[config.mk]
export PLATFORM = sky130hd
export DESIGN_NAME = lsr_regs
export DESIGN_NICKNAME = d
export VERILOG_FILES = /design/src/include/lsr_pkg.sv /design/src/design/lsr_persist.sv /design/src/design/lsr_regs.sv
export VERILOG_INCLUDE_DIRS = /design/src /design/src/include
export SDC_FILE = /design/constraint.sdc
export NUM_CORES = 1
export LEC_CHECK = 0
export ABC_CLOCK_PERIOD_IN_PS = 5900
export BUFFER_PORTS_ARGS = -buffer_cell sky130_fd_sc_hd__buf_2
export CAP_MARGIN = 20
export CORE_ASPECT_RATIO = 0.9
export CORE_MARGIN = 8
export CORE_UTILIZATION = 62
export CTS_CLUSTER_DIAMETER = 80
export DETAILED_ROUTE_END_ITERATION = 8
export GPL_TIMING_DRIVEN = 1
export PLACE_DENSITY = 0.9
export RECOVER_POWER = 50
export SYNTH_ARGS = -nofsm -noshare
export SYNTH_HDL_FRONTEND = slang
export SYNTH_SLANG_ARGS = --single-unit
[constraint.sdc]
create_clock -name core_clk -period 5.9 [get_ports core_clk]
set_clock_uncertainty 0.15 [all_clocks]
set_input_delay 0.295 -clock core_clk [delete_from_list [all_inputs] [get_ports core_clk]]
set_output_delay 0.295 -clock core_clk [all_outputs]
set_load 0.005 [all_outputs]
[src/include/lsr_params.svh]
// Register offsets, field positions, reset values and defaults of the light sensor register bank.
`ifndef LSR_PARAMS_SVH
`define LSR_PARAMS_SVH

// Register offsets.
`define LSR_OFS_IRQ_FLAGS 8'h00
`define LSR_OFS_MAIN_SETUP 8'h01
`define LSR_OFS_UPPER_HI 8'h06
`define LSR_OFS_UPPER_LO 8'h07
`define LSR_OFS_LOWER_HI 8'h08
`define LSR_OFS_LOWER_LO 8'h09
`define LSR_OFS_PERSIST 8'h0A
`define LSR_OFS_PROXIMITY_CHANNEL_DIR 8'h0B
`define LSR_OFS_PROXIMITY_CHANNEL_LIMIT 8'h0C
`define LSR_OFS_GREEN_GAIN 8'h0F
`define LSR_OFS_IR_GAIN 8'h10

// Reset values.
`define LSR_RST_IRQ_FLAGS 3'h4
`define LSR_RST_MAIN_SETUP 6'h24
`define LSR_RST_THRESH 14'h0000
`define LSR_RST_PERSIST 4'h0
`define LSR_RST_PROXIMITY_CHANNEL_LIMIT 8'h00
`define LSR_RST_GAIN 8'h80

// Field positions.
`define LSR_BIT_AMB_FLAG 0
`define LSR_BIT_PROXIMITY_CHANNEL_FLAG 1
`define LSR_BIT_PWR_FLAG 2
`define LSR_BIT_AMB_IE 0
`define LSR_BIT_PROXIMITY_CHANNEL_IE 1
`define LSR_MODE_LSB 2
`define LSR_MODE_MSB 4
`define LSR_BIT_TRIM 5
`define LSR_BIT_PROXIMITY_CHANNEL_ABOVE 6

// Mode codes.
`define LSR_MODE_SHUTDOWN 3'h0
`define LSR_MODE_AMB_DIFF 3'h1
`define LSR_MODE_AMB_GREEN 3'h2
`define LSR_MODE_AMB_IR 3'h3
`define LSR_MODE_INTERLEAVE 3'h4
`define LSR_MODE_PROXIMITY_CHANNEL_ONLY 3'h5

`endif

[src/include/lsr_pkg.sv]
// Types shared by the light sensor register bank.
package lsr_pkg;

  // One register access from the serial interface engine.
  typedef struct packed {
    logic [7:0] addr;
    logic wr;
    logic rd;
    logic [7:0] wdata;
  } lsr_reg_req_t;

  // One ambient conversion result.
  typedef struct packed {
    logic valid;
    logic overflow;
    logic [13:0] value;
  } lsr_amb_sample_t;

  // One proximity conversion result.
  typedef struct packed {
    logic valid;
    logic [7:0] value;
  } lsr_proximity_channel_sample_t;

  // Source of the ambient result.
  typedef enum logic [1:0] {
    LSR_SRC_DIFF,
    LSR_SRC_GREEN,
    LSR_SRC_IR
  } lsr_src_t;

endpackage

[src/design/lsr_persist.sv]
// Consecutive-hit filter that fires once a condition outlasts a persist count.
module lsr_persist #(
  parameter int CW = 2
) (
  // Clock and reset.
  input wire logic core_clk,
  input wire logic sys_rst,
  // Samples.
  input wire logic enable,
  input wire logic sample_valid,
  input wire logic hit,
  input wire logic [CW-1:0] limit,
  // Result.
  output logic fire_q
);
  import lsr_pkg::*;

  logic [CW-1:0] cnt_q;
  logic [CW-1:0] cnt_d;
  logic fire_d;

  // Count earlier consecutive hits, saturating at the limit; fire when they reach it.
  assign cnt_d = (!enable || !hit) ? '0 : ((cnt_q < limit) ? cnt_q + 1'b1 : cnt_q);
  assign fire_d = enable && sample_valid && hit && (cnt_q >= limit);

  // A disabled filter forgets its history so a re-enable starts fresh.
  always_ff @(posedge core_clk) begin
    if (sys_rst) begin
      cnt_q <= '0;
      fire_q <= 1'b0;
    end else begin
      if (sample_valid || !enable) begin
        cnt_q <= cnt_d;
      end
      fire_q <= fire_d;
    end
  end

endmodule

[src/design/lsr_regs.sv]
// Interrupt flags, mode decoder and gain source select of the light sensor register bank.
`include "lsr_params.svh"

module lsr_regs #(
  parameter bit FIRST_REV = 1'b0,
  parameter logic [7:0] FACTORY_GREEN_GAIN = 8'h80,
  parameter logic [7:0] FACTORY_IR_GAIN = 8'h80,
  parameter int PERSIST_W = 2
) (
  // Clock and reset.
  input wire logic core_clk,
  input wire logic sys_rst,
  // Register access from the serial engine.
  input wire lsr_pkg::lsr_reg_req_t reg_req,
  output logic [7:0] rd_data_q,
  // Conversion results.
  input wire lsr_pkg::lsr_amb_sample_t amb_sample,
  input wire lsr_pkg::lsr_proximity_channel_sample_t proximity_channel_sample,
  // Measurement control.
  output logic analog_en_q,
  output logic amb_conv_en_q,
  output logic proximity_channel_conv_en_q,
  output logic interleave_q,
  output lsr_pkg::lsr_src_t amb_src_q,
  output logic [7:0] green_gain_q,
  output logic [7:0] ir_gain_q,
  // Open-drain interrupt pin.
  output logic int_pin_o_q,
  output logic int_pin_oe_q
);
  import lsr_pkg::*;

  ////////////////////////////////////////////////////////////////////////////
  // Register storage.

  logic amb_flag_q;
  logic proximity_channel_flag_q;
  logic pwr_flag_q;
  logic [5:0] setup_q;
  logic [13:0] upper_q;
  logic [13:0] lower_q;
  logic [3:0] persist_q;
  logic proximity_channel_above_q;
  logic [7:0] proximity_channel_limit_q;
  logic [7:0] user_green_q;
  logic [7:0] user_ir_q;

  ////////////////////////////////////////////////////////////////////////////
  // Address decode.

  // One write strobe per register except the flag register.
  wire wr_setup = reg_req.wr && (reg_req.addr == `LSR_OFS_MAIN_SETUP);
  wire wr_up_hi = reg_req.wr && (reg_req.addr == `LSR_OFS_UPPER_HI);
  wire wr_up_lo = reg_req.wr && (reg_req.addr == `LSR_OFS_UPPER_LO);
  wire wr_lo_hi = reg_req.wr && (reg_req.addr == `LSR_OFS_LOWER_HI);
  wire wr_lo_lo = reg_req.wr && (reg_req.addr == `LSR_OFS_LOWER_LO);
  wire wr_persist = reg_req.wr && (reg_req.addr == `LSR_OFS_PERSIST);
  wire wr_dir = reg_req.wr && (reg_req.addr == `LSR_OFS_PROXIMITY_CHANNEL_DIR);
  wire wr_limit = reg_req.wr && (reg_req.addr == `LSR_OFS_PROXIMITY_CHANNEL_LIMIT);
  wire wr_green = reg_req.wr && (reg_req.addr == `LSR_OFS_GREEN_GAIN);
  wire wr_ir = reg_req.wr && (reg_req.addr == `LSR_OFS_IR_GAIN);
  // Reading the flag register is what clears it.
  wire rd_flags = reg_req.rd && (reg_req.addr == `LSR_OFS_IRQ_FLAGS);

  // Next value of the setup register, used so that enable writes act at once.
  wire [5:0] setup_d = wr_setup ? reg_req.wdata[5:0] : setup_q;
  wire amb_ie_q = setup_q[`LSR_BIT_AMB_IE];
  wire proximity_channel_ie_q = setup_q[`LSR_BIT_PROXIMITY_CHANNEL_IE];
  wire amb_ie_d = setup_d[`LSR_BIT_AMB_IE];
  wire proximity_channel_ie_d = setup_d[`LSR_BIT_PROXIMITY_CHANNEL_IE];
  wire [2:0] mode_q = setup_q[`LSR_MODE_MSB:`LSR_MODE_LSB];
  wire trim_sel_q = setup_q[`LSR_BIT_TRIM];

  ////////////////////////////////////////////////////////////////////////////
  // Mode decoder.

  // Reserved codes decode to nothing, so they behave as shutdown.
  wire mode_amb = (mode_q == `LSR_MODE_AMB_DIFF) || (mode_q == `LSR_MODE_AMB_GREEN) ||
                  (mode_q == `LSR_MODE_AMB_IR) || (mode_q == `LSR_MODE_INTERLEAVE);
  wire mode_proximity_channel = (mode_q == `LSR_MODE_INTERLEAVE) ||
                   (mode_q == `LSR_MODE_PROXIMITY_CHANNEL_ONLY);
  wire mode_run = mode_amb || mode_proximity_channel;
  wire mode_both = (mode_q == `LSR_MODE_INTERLEAVE);
  lsr_src_t src_d;
  assign src_d = (mode_q == `LSR_MODE_AMB_GREEN) ? LSR_SRC_GREEN :
                 (mode_q == `LSR_MODE_AMB_IR) ? LSR_SRC_IR : LSR_SRC_DIFF;

  ////////////////////////////////////////////////////////////////////////////
  // Threshold comparison.

  // Samples only count while the mode updates that result and the enable is on.
  wire amb_eval = mode_amb && amb_ie_q;
  wire proximity_channel_eval = mode_proximity_channel && proximity_channel_ie_q;
  wire amb_hit = (amb_sample.value > upper_q) || (amb_sample.value < lower_q);
  wire proximity_channel_hit = proximity_channel_sample.value > proximity_channel_limit_q;
  logic amb_fire;
  logic proximity_channel_fire;

  lsr_persist #(
    .CW(PERSIST_W)
  ) u_amb_persist (
    .core_clk(core_clk),
    .sys_rst(sys_rst),
    .enable(amb_eval),
    .sample_valid(amb_sample.valid),
    .hit(amb_hit),
    .limit(persist_q[PERSIST_W-1:0]),
    .fire_q(amb_fire)
  );

  lsr_persist #(
    .CW(PERSIST_W)
  ) u_proximity_channel_persist (
    .core_clk(core_clk),
    .sys_rst(sys_rst),
    .enable(proximity_channel_eval),
    .sample_valid(proximity_channel_sample.valid),
    .hit(proximity_channel_hit),
    .limit(persist_q[2*PERSIST_W-1:PERSIST_W]),
    .fire_q(proximity_channel_fire)
  );

  // An overflow sets the ambient flag without waiting for the persist count.
  wire amb_set = amb_fire || (amb_eval && amb_sample.valid && amb_sample.overflow);
  wire proximity_channel_set = proximity_channel_fire && proximity_channel_ie_q;

  ////////////////////////////////////////////////////////////////////////////
  // Flag update; a set in the clearing cycle wins over the read clear.

  wire amb_flag_d = amb_ie_d && (amb_set || (amb_flag_q && !rd_flags));
  wire proximity_channel_flag_d = proximity_channel_ie_d && (proximity_channel_set || (proximity_channel_flag_q && !rd_flags));
  wire pwr_flag_d = pwr_flag_q && !rd_flags;
  wire pwr_drives = pwr_flag_d && !FIRST_REV;
  wire int_d = amb_flag_d || proximity_channel_flag_d || pwr_drives;

  // Flag read data is captured before the clear takes effect.
  wire [7:0] rd_mux =
    (reg_req.addr == `LSR_OFS_IRQ_FLAGS) ? {5'h00, pwr_flag_q, proximity_channel_flag_q, amb_flag_q} :
    (reg_req.addr == `LSR_OFS_MAIN_SETUP) ? {2'h0, setup_q} :
    (reg_req.addr == `LSR_OFS_UPPER_HI) ? {2'h0, upper_q[13:8]} :
    (reg_req.addr == `LSR_OFS_UPPER_LO) ? upper_q[7:0] :
    (reg_req.addr == `LSR_OFS_LOWER_HI) ? {2'h0, lower_q[13:8]} :
    (reg_req.addr == `LSR_OFS_LOWER_LO) ? lower_q[7:0] :
    (reg_req.addr == `LSR_OFS_PERSIST) ? {4'h0, persist_q} :
    (reg_req.addr == `LSR_OFS_PROXIMITY_CHANNEL_DIR) ? {1'b0, proximity_channel_above_q, 6'h00} :
    (reg_req.addr == `LSR_OFS_PROXIMITY_CHANNEL_LIMIT) ? proximity_channel_limit_q :
    (reg_req.addr == `LSR_OFS_GREEN_GAIN) ? user_green_q :
    (reg_req.addr == `LSR_OFS_IR_GAIN) ? user_ir_q : 8'h00;

  ////////////////////////////////////////////////////////////////////////////
  // Flags and interrupt pin.

  // Power-on reset loads the power-up flag; the pin only ever pulls low.
  always_ff @(posedge core_clk) begin
    if (sys_rst) begin
      {pwr_flag_q, proximity_channel_flag_q, amb_flag_q} <= `LSR_RST_IRQ_FLAGS;
      int_pin_oe_q <= !FIRST_REV;
      int_pin_o_q <= 1'b0;
      rd_data_q <= 8'h00;
    end else begin
      amb_flag_q <= amb_flag_d;
      proximity_channel_flag_q <= proximity_channel_flag_d;
      pwr_flag_q <= pwr_flag_d;
      int_pin_oe_q <= int_d;
      int_pin_o_q <= 1'b0;
      if (reg_req.rd) begin
        rd_data_q <= rd_mux;
      end
    end
  end

  ////////////////////////////////////////////////////////////////////////////
  // Configuration and threshold registers.

  // Every power-up event returns thresholds and setup to their defaults.
  always_ff @(posedge core_clk) begin
    if (sys_rst) begin
      setup_q <= `LSR_RST_MAIN_SETUP;
      upper_q <= `LSR_RST_THRESH;
      lower_q <= `LSR_RST_THRESH;
      persist_q <= `LSR_RST_PERSIST;
      proximity_channel_above_q <= 1'b0;
      proximity_channel_limit_q <= `LSR_RST_PROXIMITY_CHANNEL_LIMIT;
    end else begin
      setup_q <= setup_d;
      if (wr_up_hi) upper_q[13:8] <= reg_req.wdata[5:0];
      if (wr_up_lo) upper_q[7:0] <= reg_req.wdata;
      if (wr_lo_hi) lower_q[13:8] <= reg_req.wdata[5:0];
      if (wr_lo_lo) lower_q[7:0] <= reg_req.wdata;
      if (wr_persist) persist_q <= reg_req.wdata[3:0];
      if (wr_dir) proximity_channel_above_q <= reg_req.wdata[`LSR_BIT_PROXIMITY_CHANNEL_ABOVE];
      if (wr_limit) proximity_channel_limit_q <= reg_req.wdata;
    end
  end

  ////////////////////////////////////////////////////////////////////////////
  // Gain trim registers and measurement control outputs.

  // User gain bytes are kept even while the factory gains are selected.
  always_ff @(posedge core_clk) begin
    if (sys_rst) begin
      user_green_q <= `LSR_RST_GAIN;
      user_ir_q <= `LSR_RST_GAIN;
      green_gain_q <= FACTORY_GREEN_GAIN;
      ir_gain_q <= FACTORY_IR_GAIN;
      analog_en_q <= 1'b0;
      amb_conv_en_q <= 1'b0;
      proximity_channel_conv_en_q <= 1'b0;
      interleave_q <= 1'b0;
      amb_src_q <= LSR_SRC_DIFF;
    end else begin
      if (wr_green) user_green_q <= reg_req.wdata;
      if (wr_ir) user_ir_q <= reg_req.wdata;
      green_gain_q <= trim_sel_q ? FACTORY_GREEN_GAIN : user_green_q;
      ir_gain_q <= trim_sel_q ? FACTORY_IR_GAIN : user_ir_q;
      analog_en_q <= mode_run;
      amb_conv_en_q <= mode_amb;
      proximity_channel_conv_en_q <= mode_proximity_channel;
      interleave_q <= mode_both;
      amb_src_q <= src_d;
    end
  end
endmodule

==> results of run 1 <==
==> path summary, 6_finish.rpt <==
kind	from	endpoint	slack [ps]	depth (start not counted)
worst max register to register	lower_q[8]$_SDFFE_PP0P_	u_amb_persist.fire_q$_SDFF_PP0_	3120	8
worst max-delay path	reg_req[10]	int_pin_oe_q$_SDFF_PP1_	2560	6
worst min register to register	rd_data_q[4]$_SDFFE_PP0P_	rd_data_q[4]$_SDFFE_PP0P_	330	2
worst min-delay path	amb_sample[15]	u_amb_persist.fire_q$_SDFF_PP0_	80	3
==> report_power, final <==
part           switching (mW)  total [mW]  internal (mW)
Sequential           0.000848       0.697          0.696
Combinational          0.0734       0.111         0.0373
Clock                   0.242       0.480          0.238
==> Yosys cell counts, types with 3 or more instances <==
cell type	n
a22o_1	6
buf_2	5
nor3b_1	3
clkbuf_1	28
o21ai_0	16
a221oi_1	6
nor3_1	5
inv_1	49
nor2b_1	10
a21oi_1	50
o211ai_1	6
or3_1	4
dfxtp_1	103
a22oi_1	6
a21o_1	8
nand3_1	32
and2_1	20
and3_1	9
o22ai_1	8
a31oi_1	5
nor2_1	61
mux2i_1	53
nand2_1	51
ha_1	39
nand2b_1	11
nand4_1	6
==> through the flow <==
stage / hold WS, ps / area (sq um) / power (mW) / utilization (%)
floorplan: 270 / 5480 / 0.781 / -
global placement: 302 / 5850 / 0.816 / 68.3
detailed placement: 305 / 5850 / 0.821 / 68.3
CTS: 69.2 / 6060 / 1.28 / 70.8
global route: 73.7 / 6020 / 1.33 / 70.3
finish: 79.5 / 6020 / 1.29 / 70.3
==> cells by family (layout without fill, tap and decap cells) <==
kind of cell / count (synthesis) / in the layout
muxes: 53 / 53
adders and majority gates: 39 / 39
xor gates and xnor gates: 1 / 1
AOI/OAI and AO/OA: 130 / 130
and+or+nand+nor: 231 / 231
other: 1 / 1
DFF: 103 / 103
buffers and inverters: 88 / 142
==> cells in the final DEF (no fill, tap or decap), types with 8 or more instances in the layout <==
cell type,n
ha_1,39
and2_0,13
buf_2,52
and3_1,9
a21o_1,8
nor2_1,61
nand3_1,32
clkbuf_8,9
nand2b_1,11
and2_1,8
a21oi_1,50
dfxtp_1,103
mux2i_1,53
o22ai_1,8
clkbuf_1,24
inv_1,49
nand2_1,52
o21ai_0,16
nor2b_1,10
==> critical path, delay by kind of cell <==
family	cells	cell delay, ps
and+or+nand+nor	4	1660
buffers and inverters	1	1220
AOI/OAI and AO/OA	1	250
==> flip-flops by register name, summed over array words and instances, names as in the netlist, 2 cells and up <==
signal	flops
amb_src_q	2
green_gain_q	8
ir_gain_q	8
lower_q	14
persist_q	4
proximity_channel_limit_q	8
rd_data_q	8
setup_q	6
u_amb_persist.cnt_q	2
u_proximity_channel_persist.cnt_q	2
upper_q	14
user_green_q	8
user_ir_q	8
==> per-layer routing <==
metal,GRT usage [%],part of all wire (%),up-vias
met1,32.4,42,2340
met3,4.95,8.8,40
met5,0,0,-
met2,42.3,47,315
li1,-,-,2350
met4,10.0,2.6,0
==> area by class of cell <==
cell class                      count  share of cell area (%)
Tap cell                          119                    2.47
Clock inverter                      5                    1.39
Multi-Input combinational cell    455                    50.7
Inverter                           51                    3.18
Timing Repair Buffer               76                    5.88
Sequential cell                   103                    34.2
Clock buffer                       10                    2.12
==> summary.md, run 1 <==
| Metric | Value |
|---|---|
| Nets@finish | `780` |
| Synth Net Count | `730` |
| Final non-filler cell total | `819` |
| RSZ-0062 raised after global routing | `false` |
| Mapped Area | `5480 sq um` |
| DIE AREA | `12100 sq um` |
| GPL Wtd Cong | `0.971` |
| Violations in the final reports | `max-capacitance violations, max-slew violations` |
| Slowest cell on crit path | `clkbuf_1` |
| Setup TNS | `0 ps` |
| Fmax | `300 MHz` |
| Clk buf depth | `2` |
| Ant diodes | `0` |
| Setup crit end kind | `flip-flop` |
| Ranking of synthesized cells by area | `dfxtp_1, mux2i_1, ha_1` |
| Largest net degree at the start of global routing | `75` |
| Post-place setup slack | `3110 ps` |
| # port buffers | `75` |
| First-pass GRT wire length | `24700 microns` |
| DRC | `0` |
| Worst slew margin | `-15.1%` |
| Kind of critical path | `primary input to flip-flop` |
| Hold/Removal Path Class | `primary input to flip-flop` |
| Core area | `8570 sq um` |
| Final Worst Setup Slack | `2560 ps` |
| Critical path's largest stage delay | `1220 ps` |
| Final Hold Vio Count | `0` |
| Largest family of logic cells by synthesized area | `simple AND/OR/NAND/NOR gates` |
| Async set-reset flop share out of synthesis | `0%` |
| Antenna violations before repair | `0` |
| Clock transition at path regs | `90 ps` |
| Placed insts | `804` |
| EDFF count, synth | `0` |
| Post-synthesis adder-cell area fraction | `8.91%` |
| Period utilization | `56.5%` |
| Crit-path cells | `clkbuf_1, nand2b_1, nor3_1, nand2_1, o221ai_2, or3b_1` |
| Share of the synthesized area in the top cell type | `37.7%` |
| Yosys warns | `0` |
| # resized after CTS | `0` |
| Initial Util | `63.9%` |
| Vias/cell | `6.16` |
| Hpwl dp | `11900 microns` |
| Worst skew pair latency | `360 ps` |
| Rows | `32` |
| Compound-gate portion of the synthesized area | `15.3%` |
| Die Ht | `105 microns` |
| Post-synthesis mux area share | `9.69%` |
| Clk sink count | `103` |
| XOR/XNOR share of the synthesized area | `0.160%` |
| Worst vdd ir | `0.157 mV` |
| Total grt overflow | `0` |
| Fill cells | `747` |
| First-pass DRT Iterations | `6` |
| P_leak | `2.41 nW` |
| Gr usage total | `25.8%` |
| Vias | `5045` |
| Post-synth top flop | `dfxtp_1` |
| Critical Path RT | `6000 ps` |
| Sequential cell area | `2060 sq um` |
| Total Wirelength | `15800 microns` |
| Syn_area_per_cell | `8.48 sq um` |
| Synth cell types | `61` |
| Ports | `77` |
| Yosys reg bits | `103` |
| Worst slew pin tran | `1730 ps` |
| Post-CTS Setup Bufs | `0` |
| DR WL/cell | `19.3 microns` |
| Sequential-to-total area share from yosys stat | `37.7%` |
| WP data arrival | `3440 ps` |
| CTS tree | `built` |
| Clock root buffer | `clkbuf_8` |
| Layout cells sized above 1 | `11.1%` |
| Htree depth | `3` |
| Outcome | `complete, but fails checks` |
| Hold_buf cts | `0` |
| Initial DRC count | `567` |
| Num CTS Buffers | `9` |
| Area delta synth->final | `9.94%` |
| Chip Width | `115 microns` |
| Cells after Synth | `646` |
| Area of the multi-input gates | `3050 sq um` |
| DRT antenna net count | `0` |
| Simple-gate share of the synthesized area | `21.9%` |
| Vias in the first global route | `4891` |
| Pwr dens | `214 nW/um^2` |
| Fin. max-slew vios | `39` |
| Total of max-cap violations | `1` |
| Finish-stage setup viols | `0` |
| Startpoint Class | `primary input` |
| Synth area leader | `dfxtp_1` |
| Tmin final | `3340 ps` |
| Worst Path Max Fanout | `38` |
(Power assumes the default switching activity.)
==> run 2: changes to the inputs <==
ABC_AREA = 1   (was default)
ABC_CLOCK_PERIOD_IN_PS = 2740   (was 5900)
CORE_UTILIZATION = 52   (was 62)
PLACE_DENSITY = 0.82   (was 0.9)
clock period = 2.74 ns   (was 5.9 ns; I/O delays follow)
==> run 2 against run 1 <==
Effect of this change: clock-buffer cell count unchanged; cell count increased by 13%; largest cell class unchanged; register-to-register slack got worse by 2400 ps; the flow now finishes without violations; highest routed layer unchanged.
==> summary.md, run 2 <==
| Metric | Value |
|---|---|
| Tmin final | `2130 ps` |
| Critical path's largest stage delay | `960 ps (-260 ps)` |
| Post-CTS Setup Bufs | `0 (unchanged)` |
| Cells after Synth | `720 (+11%)` |
| CTS tree | `built` |
| Hpwl dp | `11100 microns (-6.3%)` |
| DRC | `0 (unchanged)` |
| Regs by FF count | `lower_q x14, upper_q x14` |
| Syn_area_per_cell | `7.23 sq um (-15%)` |
| Crit-path cells | `buf_2, nor2_1, nand3_4, nor3b_1, inv_2, o21ai_0, inv_1, nand4_1, nand2_1, a21oi_1` |
| Total of max-cap violations | `0 (-1)` |
| Async set-reset flop share out of synthesis | `0% (unchanged)` |
| Layout cells sized above 1 | `12.0% (+0.86 points)` |
| Worst skew pair latency | `370 ps (about the same)` |
| Hold WS | `10.6 ps (-68.9 ps)` |
| Placed insts | `903 (+12%)` |
| Area delta synth->final | `13.6%` |
| Vias | `4947 (-1.9%)` |
| Outcome | `complete, no violations` |
| Clock transition at path regs | `100 ps (about the same)` |
| Clk buf depth | `2 (unchanged)` |
| Slowest cell on crit path | `nor3b_1` |
| Worst slew pin tran | `1180 ps (-543 ps)` |
| WP data arrival | `2270 ps (-1170 ps)` |
| Overall power | `2.81 mW (+120%)` |
| Most common cell in the synthesized netlist | `inv_1` |
| Yosys warns | `0 (unchanged)` |
| Initial DRC count | `473 (-17%)` |
| Mapped Area | `5210 sq um (-4.9%)` |
| Antenna violations before repair | `0 (unchanged)` |
| Ant diodes | `0 (unchanged)` |
| Share of the synthesized area in the top cell type | `39.6% (+2.0 points)` |
| Synth cell types | `33 (-46%)` |
| DIE AREA | `13500 sq um (+11%)` |
| First-pass GRT wire length | `23500 microns (-4.8%)` |
| Chip Width | `121 microns (+5.6%)` |
| Synth area leader | `dfxtp_1` |
| Commonest cells after routing, fill and taps aside | `inv_1, nand2_1, dfxtp_1` |
| Ranking of synthesized cells by area | `dfxtp_1, ha_1, a21oi_1` |
| Yosys reg bits | `103 (unchanged)` |
| Worst Path Max Fanout | `7 (-82%)` |
| RSZ-0062 raised after global routing | `false` |
| Post-synth top flop | `dfxtp_1` |
| Total Wirelength | `14400 microns (-8.6%)` |
| Kind of critical path | `primary input to flip-flop` |
| Setup TNS | `0 ps (unchanged)` |
| Synth cell count leaders | `inv_1, nand2_1, dfxtp_1, a21oi_1, o21ai_0` |
| Commonest non-fill, non-tap cell in the layout | `inv_1` |
| Ports | `77 (unchanged)` |
| P_leak | `2.50 nW (+3.9%)` |
| Core area | `9700 sq um (+13%)` |
| Num CTS Buffers | `9 (unchanged)` |
| Crit path max-delay family | `simple AND/OR/NAND/NOR gates` |
| Final non-filler cell total | `926 (+13%)` |
| Largest net degree at the start of global routing | `63 (-16%)` |
| # port buffers | `75 (unchanged)` |
| DR WL/cell | `15.6 microns (-19%)` |
| Nets@finish | `879 (+13%)` |
| Rows | `34 (+6.3%)` |
| Die Ht | `111 microns (+5.5%)` |
| Clock root buffer | `clkbuf_8` |
| EDFF count, synth | `0 (unchanged)` |
| DRT antenna net count | `0 (unchanged)` |
| Vias/cell | `5.34 (-13%)` |
| Startpoint Class | `primary input` |
| Initial Util | `53.7% (-10 points)` |
| GPL Wtd Cong | `0.899 (-7.4%)` |
| Total grt overflow | `0 (unchanged)` |
| Pwr dens | `474 nW/um^2 (+120%)` |
| Htree depth | `3 (unchanged)` |
| Fmax | `470 MHz` |
| Finish-stage setup viols | `0 (unchanged)` |
| Hold/Removal Path Class | `primary input to flip-flop` |
| Period utilization | `77.7%` |
| Vias in the first global route | `4929 (+0.78%)` |
| Gr usage total | `21.6% (-4.1 points)` |
| Worst slew margin | `20.9% (+36 points)` |
| Critical Path RT | `2880 ps (-3120 ps)` |
| Bufs and invs on worst path | `3 (+2)` |
| Fin. max-slew vios | `0 (-100%)` |
| Clk sink count | `103 (unchanged)` |
| First-pass DRT Iterations | `6 (unchanged)` |
| Sequential-to-total area share from yosys stat | `39.6% (+2.0 points)` |
| Synth Net Count | `804 (+10%)` |
| Final Hold Vio Count | `0 (unchanged)` |
| Setup crit end kind | `flip-flop` |
| Worst vdd ir | `0.338 mV (+110%)` |
run 2: worst paths after layout:
check / endpoint / slack, ps / cells past startpoint / start
worst max-delay path: rd_data_q[2]$_SDFFE_PP0P_ / 610 / 10 / reg_req[17]
worst min-delay path: proximity_channel_above_q$_SDFFE_PP0P_ / 10 / 3 / reg_req[6]
worst max register to register: u_amb_persist.cnt_q[0]$_SDFFE_PP0P_ / 700 / 13 / upper_q[13]$_SDFFE_PP0P_
worst min register to register: green_gain_q[2]$_SDFF_PP0_ / 300 / 2 / user_green_q[2]$_SDFFE_PP0P_
run 2: metal layers:
layer / up-vias / share of wire, % / global-route usage, % / routed length [microns]
li1: 2481 / - / - / -
met1: 2231 / 43 / 26.9 / 6210
met2: 200 / 46 / 35.6 / 6680
met3: 35 / 7.2 / 3.72 / 1050
met4: 0 / 3.5 / 9.53 / 502
met5: - / 0 / 0 / 0
run 2: where the power goes:
part	switching (mW)	internal, mW	total, mW
registers	0.00184	1.50	1.50
logic	0.142	0.0792	0.222
clock network	0.537	0.546	1.08
run 2: worst reg2reg max path, stage by stage (launching register included):
cell     delay, ps
dfxtp_1        320
inv_1           60
ha_1           300
nand2_1         70
nor2_1         140
inv_1           60
nor2_1         130
nand4_1         90
nand2_1        120
nand2_1        100
nand3_1        110
nand2_1         70
o21ai_0        170
nor2_1          60
run 2: area by class of cell:
type                            instances  area (sq um)
Clock inverter                          6          92.6
Sequential cell                       103          2060
Clock buffer                           10           138
Fill cell                             901          3780
Multi-Input combinational cell        472          2560
Tap cell                              126           158
Inverter                              126           473
Timing Repair Buffer                   83           427
run 2: cell families (layout without fill, tap and decap cells):
group / Yosys count / count (layout) / share of synthesized area, %
and+or+nand+nor: 245 / 245 / 21.3
DFF: 103 / 103 / 39.6
adders and majority gates: 39 / 39 / 9.37
xor gates and xnor gates: 2 / 2 / 0.337
AOI/OAI and AO/OA: 185 / 185 / 18.5
other: 1 / 1 / 0.0720
buffers and inverters: 145 / 225 / 10.9
run 2: through the flow:
stage | util [%] | setup WS (ps) | cell area, sq um
2_1_floorplan | - | 971 | 5210
3_3_place_gp | 58.3 | 749 | 5650
3_5_place_dp | 58.3 | 621 | 5650
4_1_cts | 61.4 | 712 | 5950
5_1_grt | 61.0 | 390 | 5910
6_report | 61.0 | 611 | 5910
run 2: timing repair:
item | CTS | global route
hold buffers | 7 | 0
endpoints found under the hold margin | 14 | 0
gates resized for setup | 0 | 0
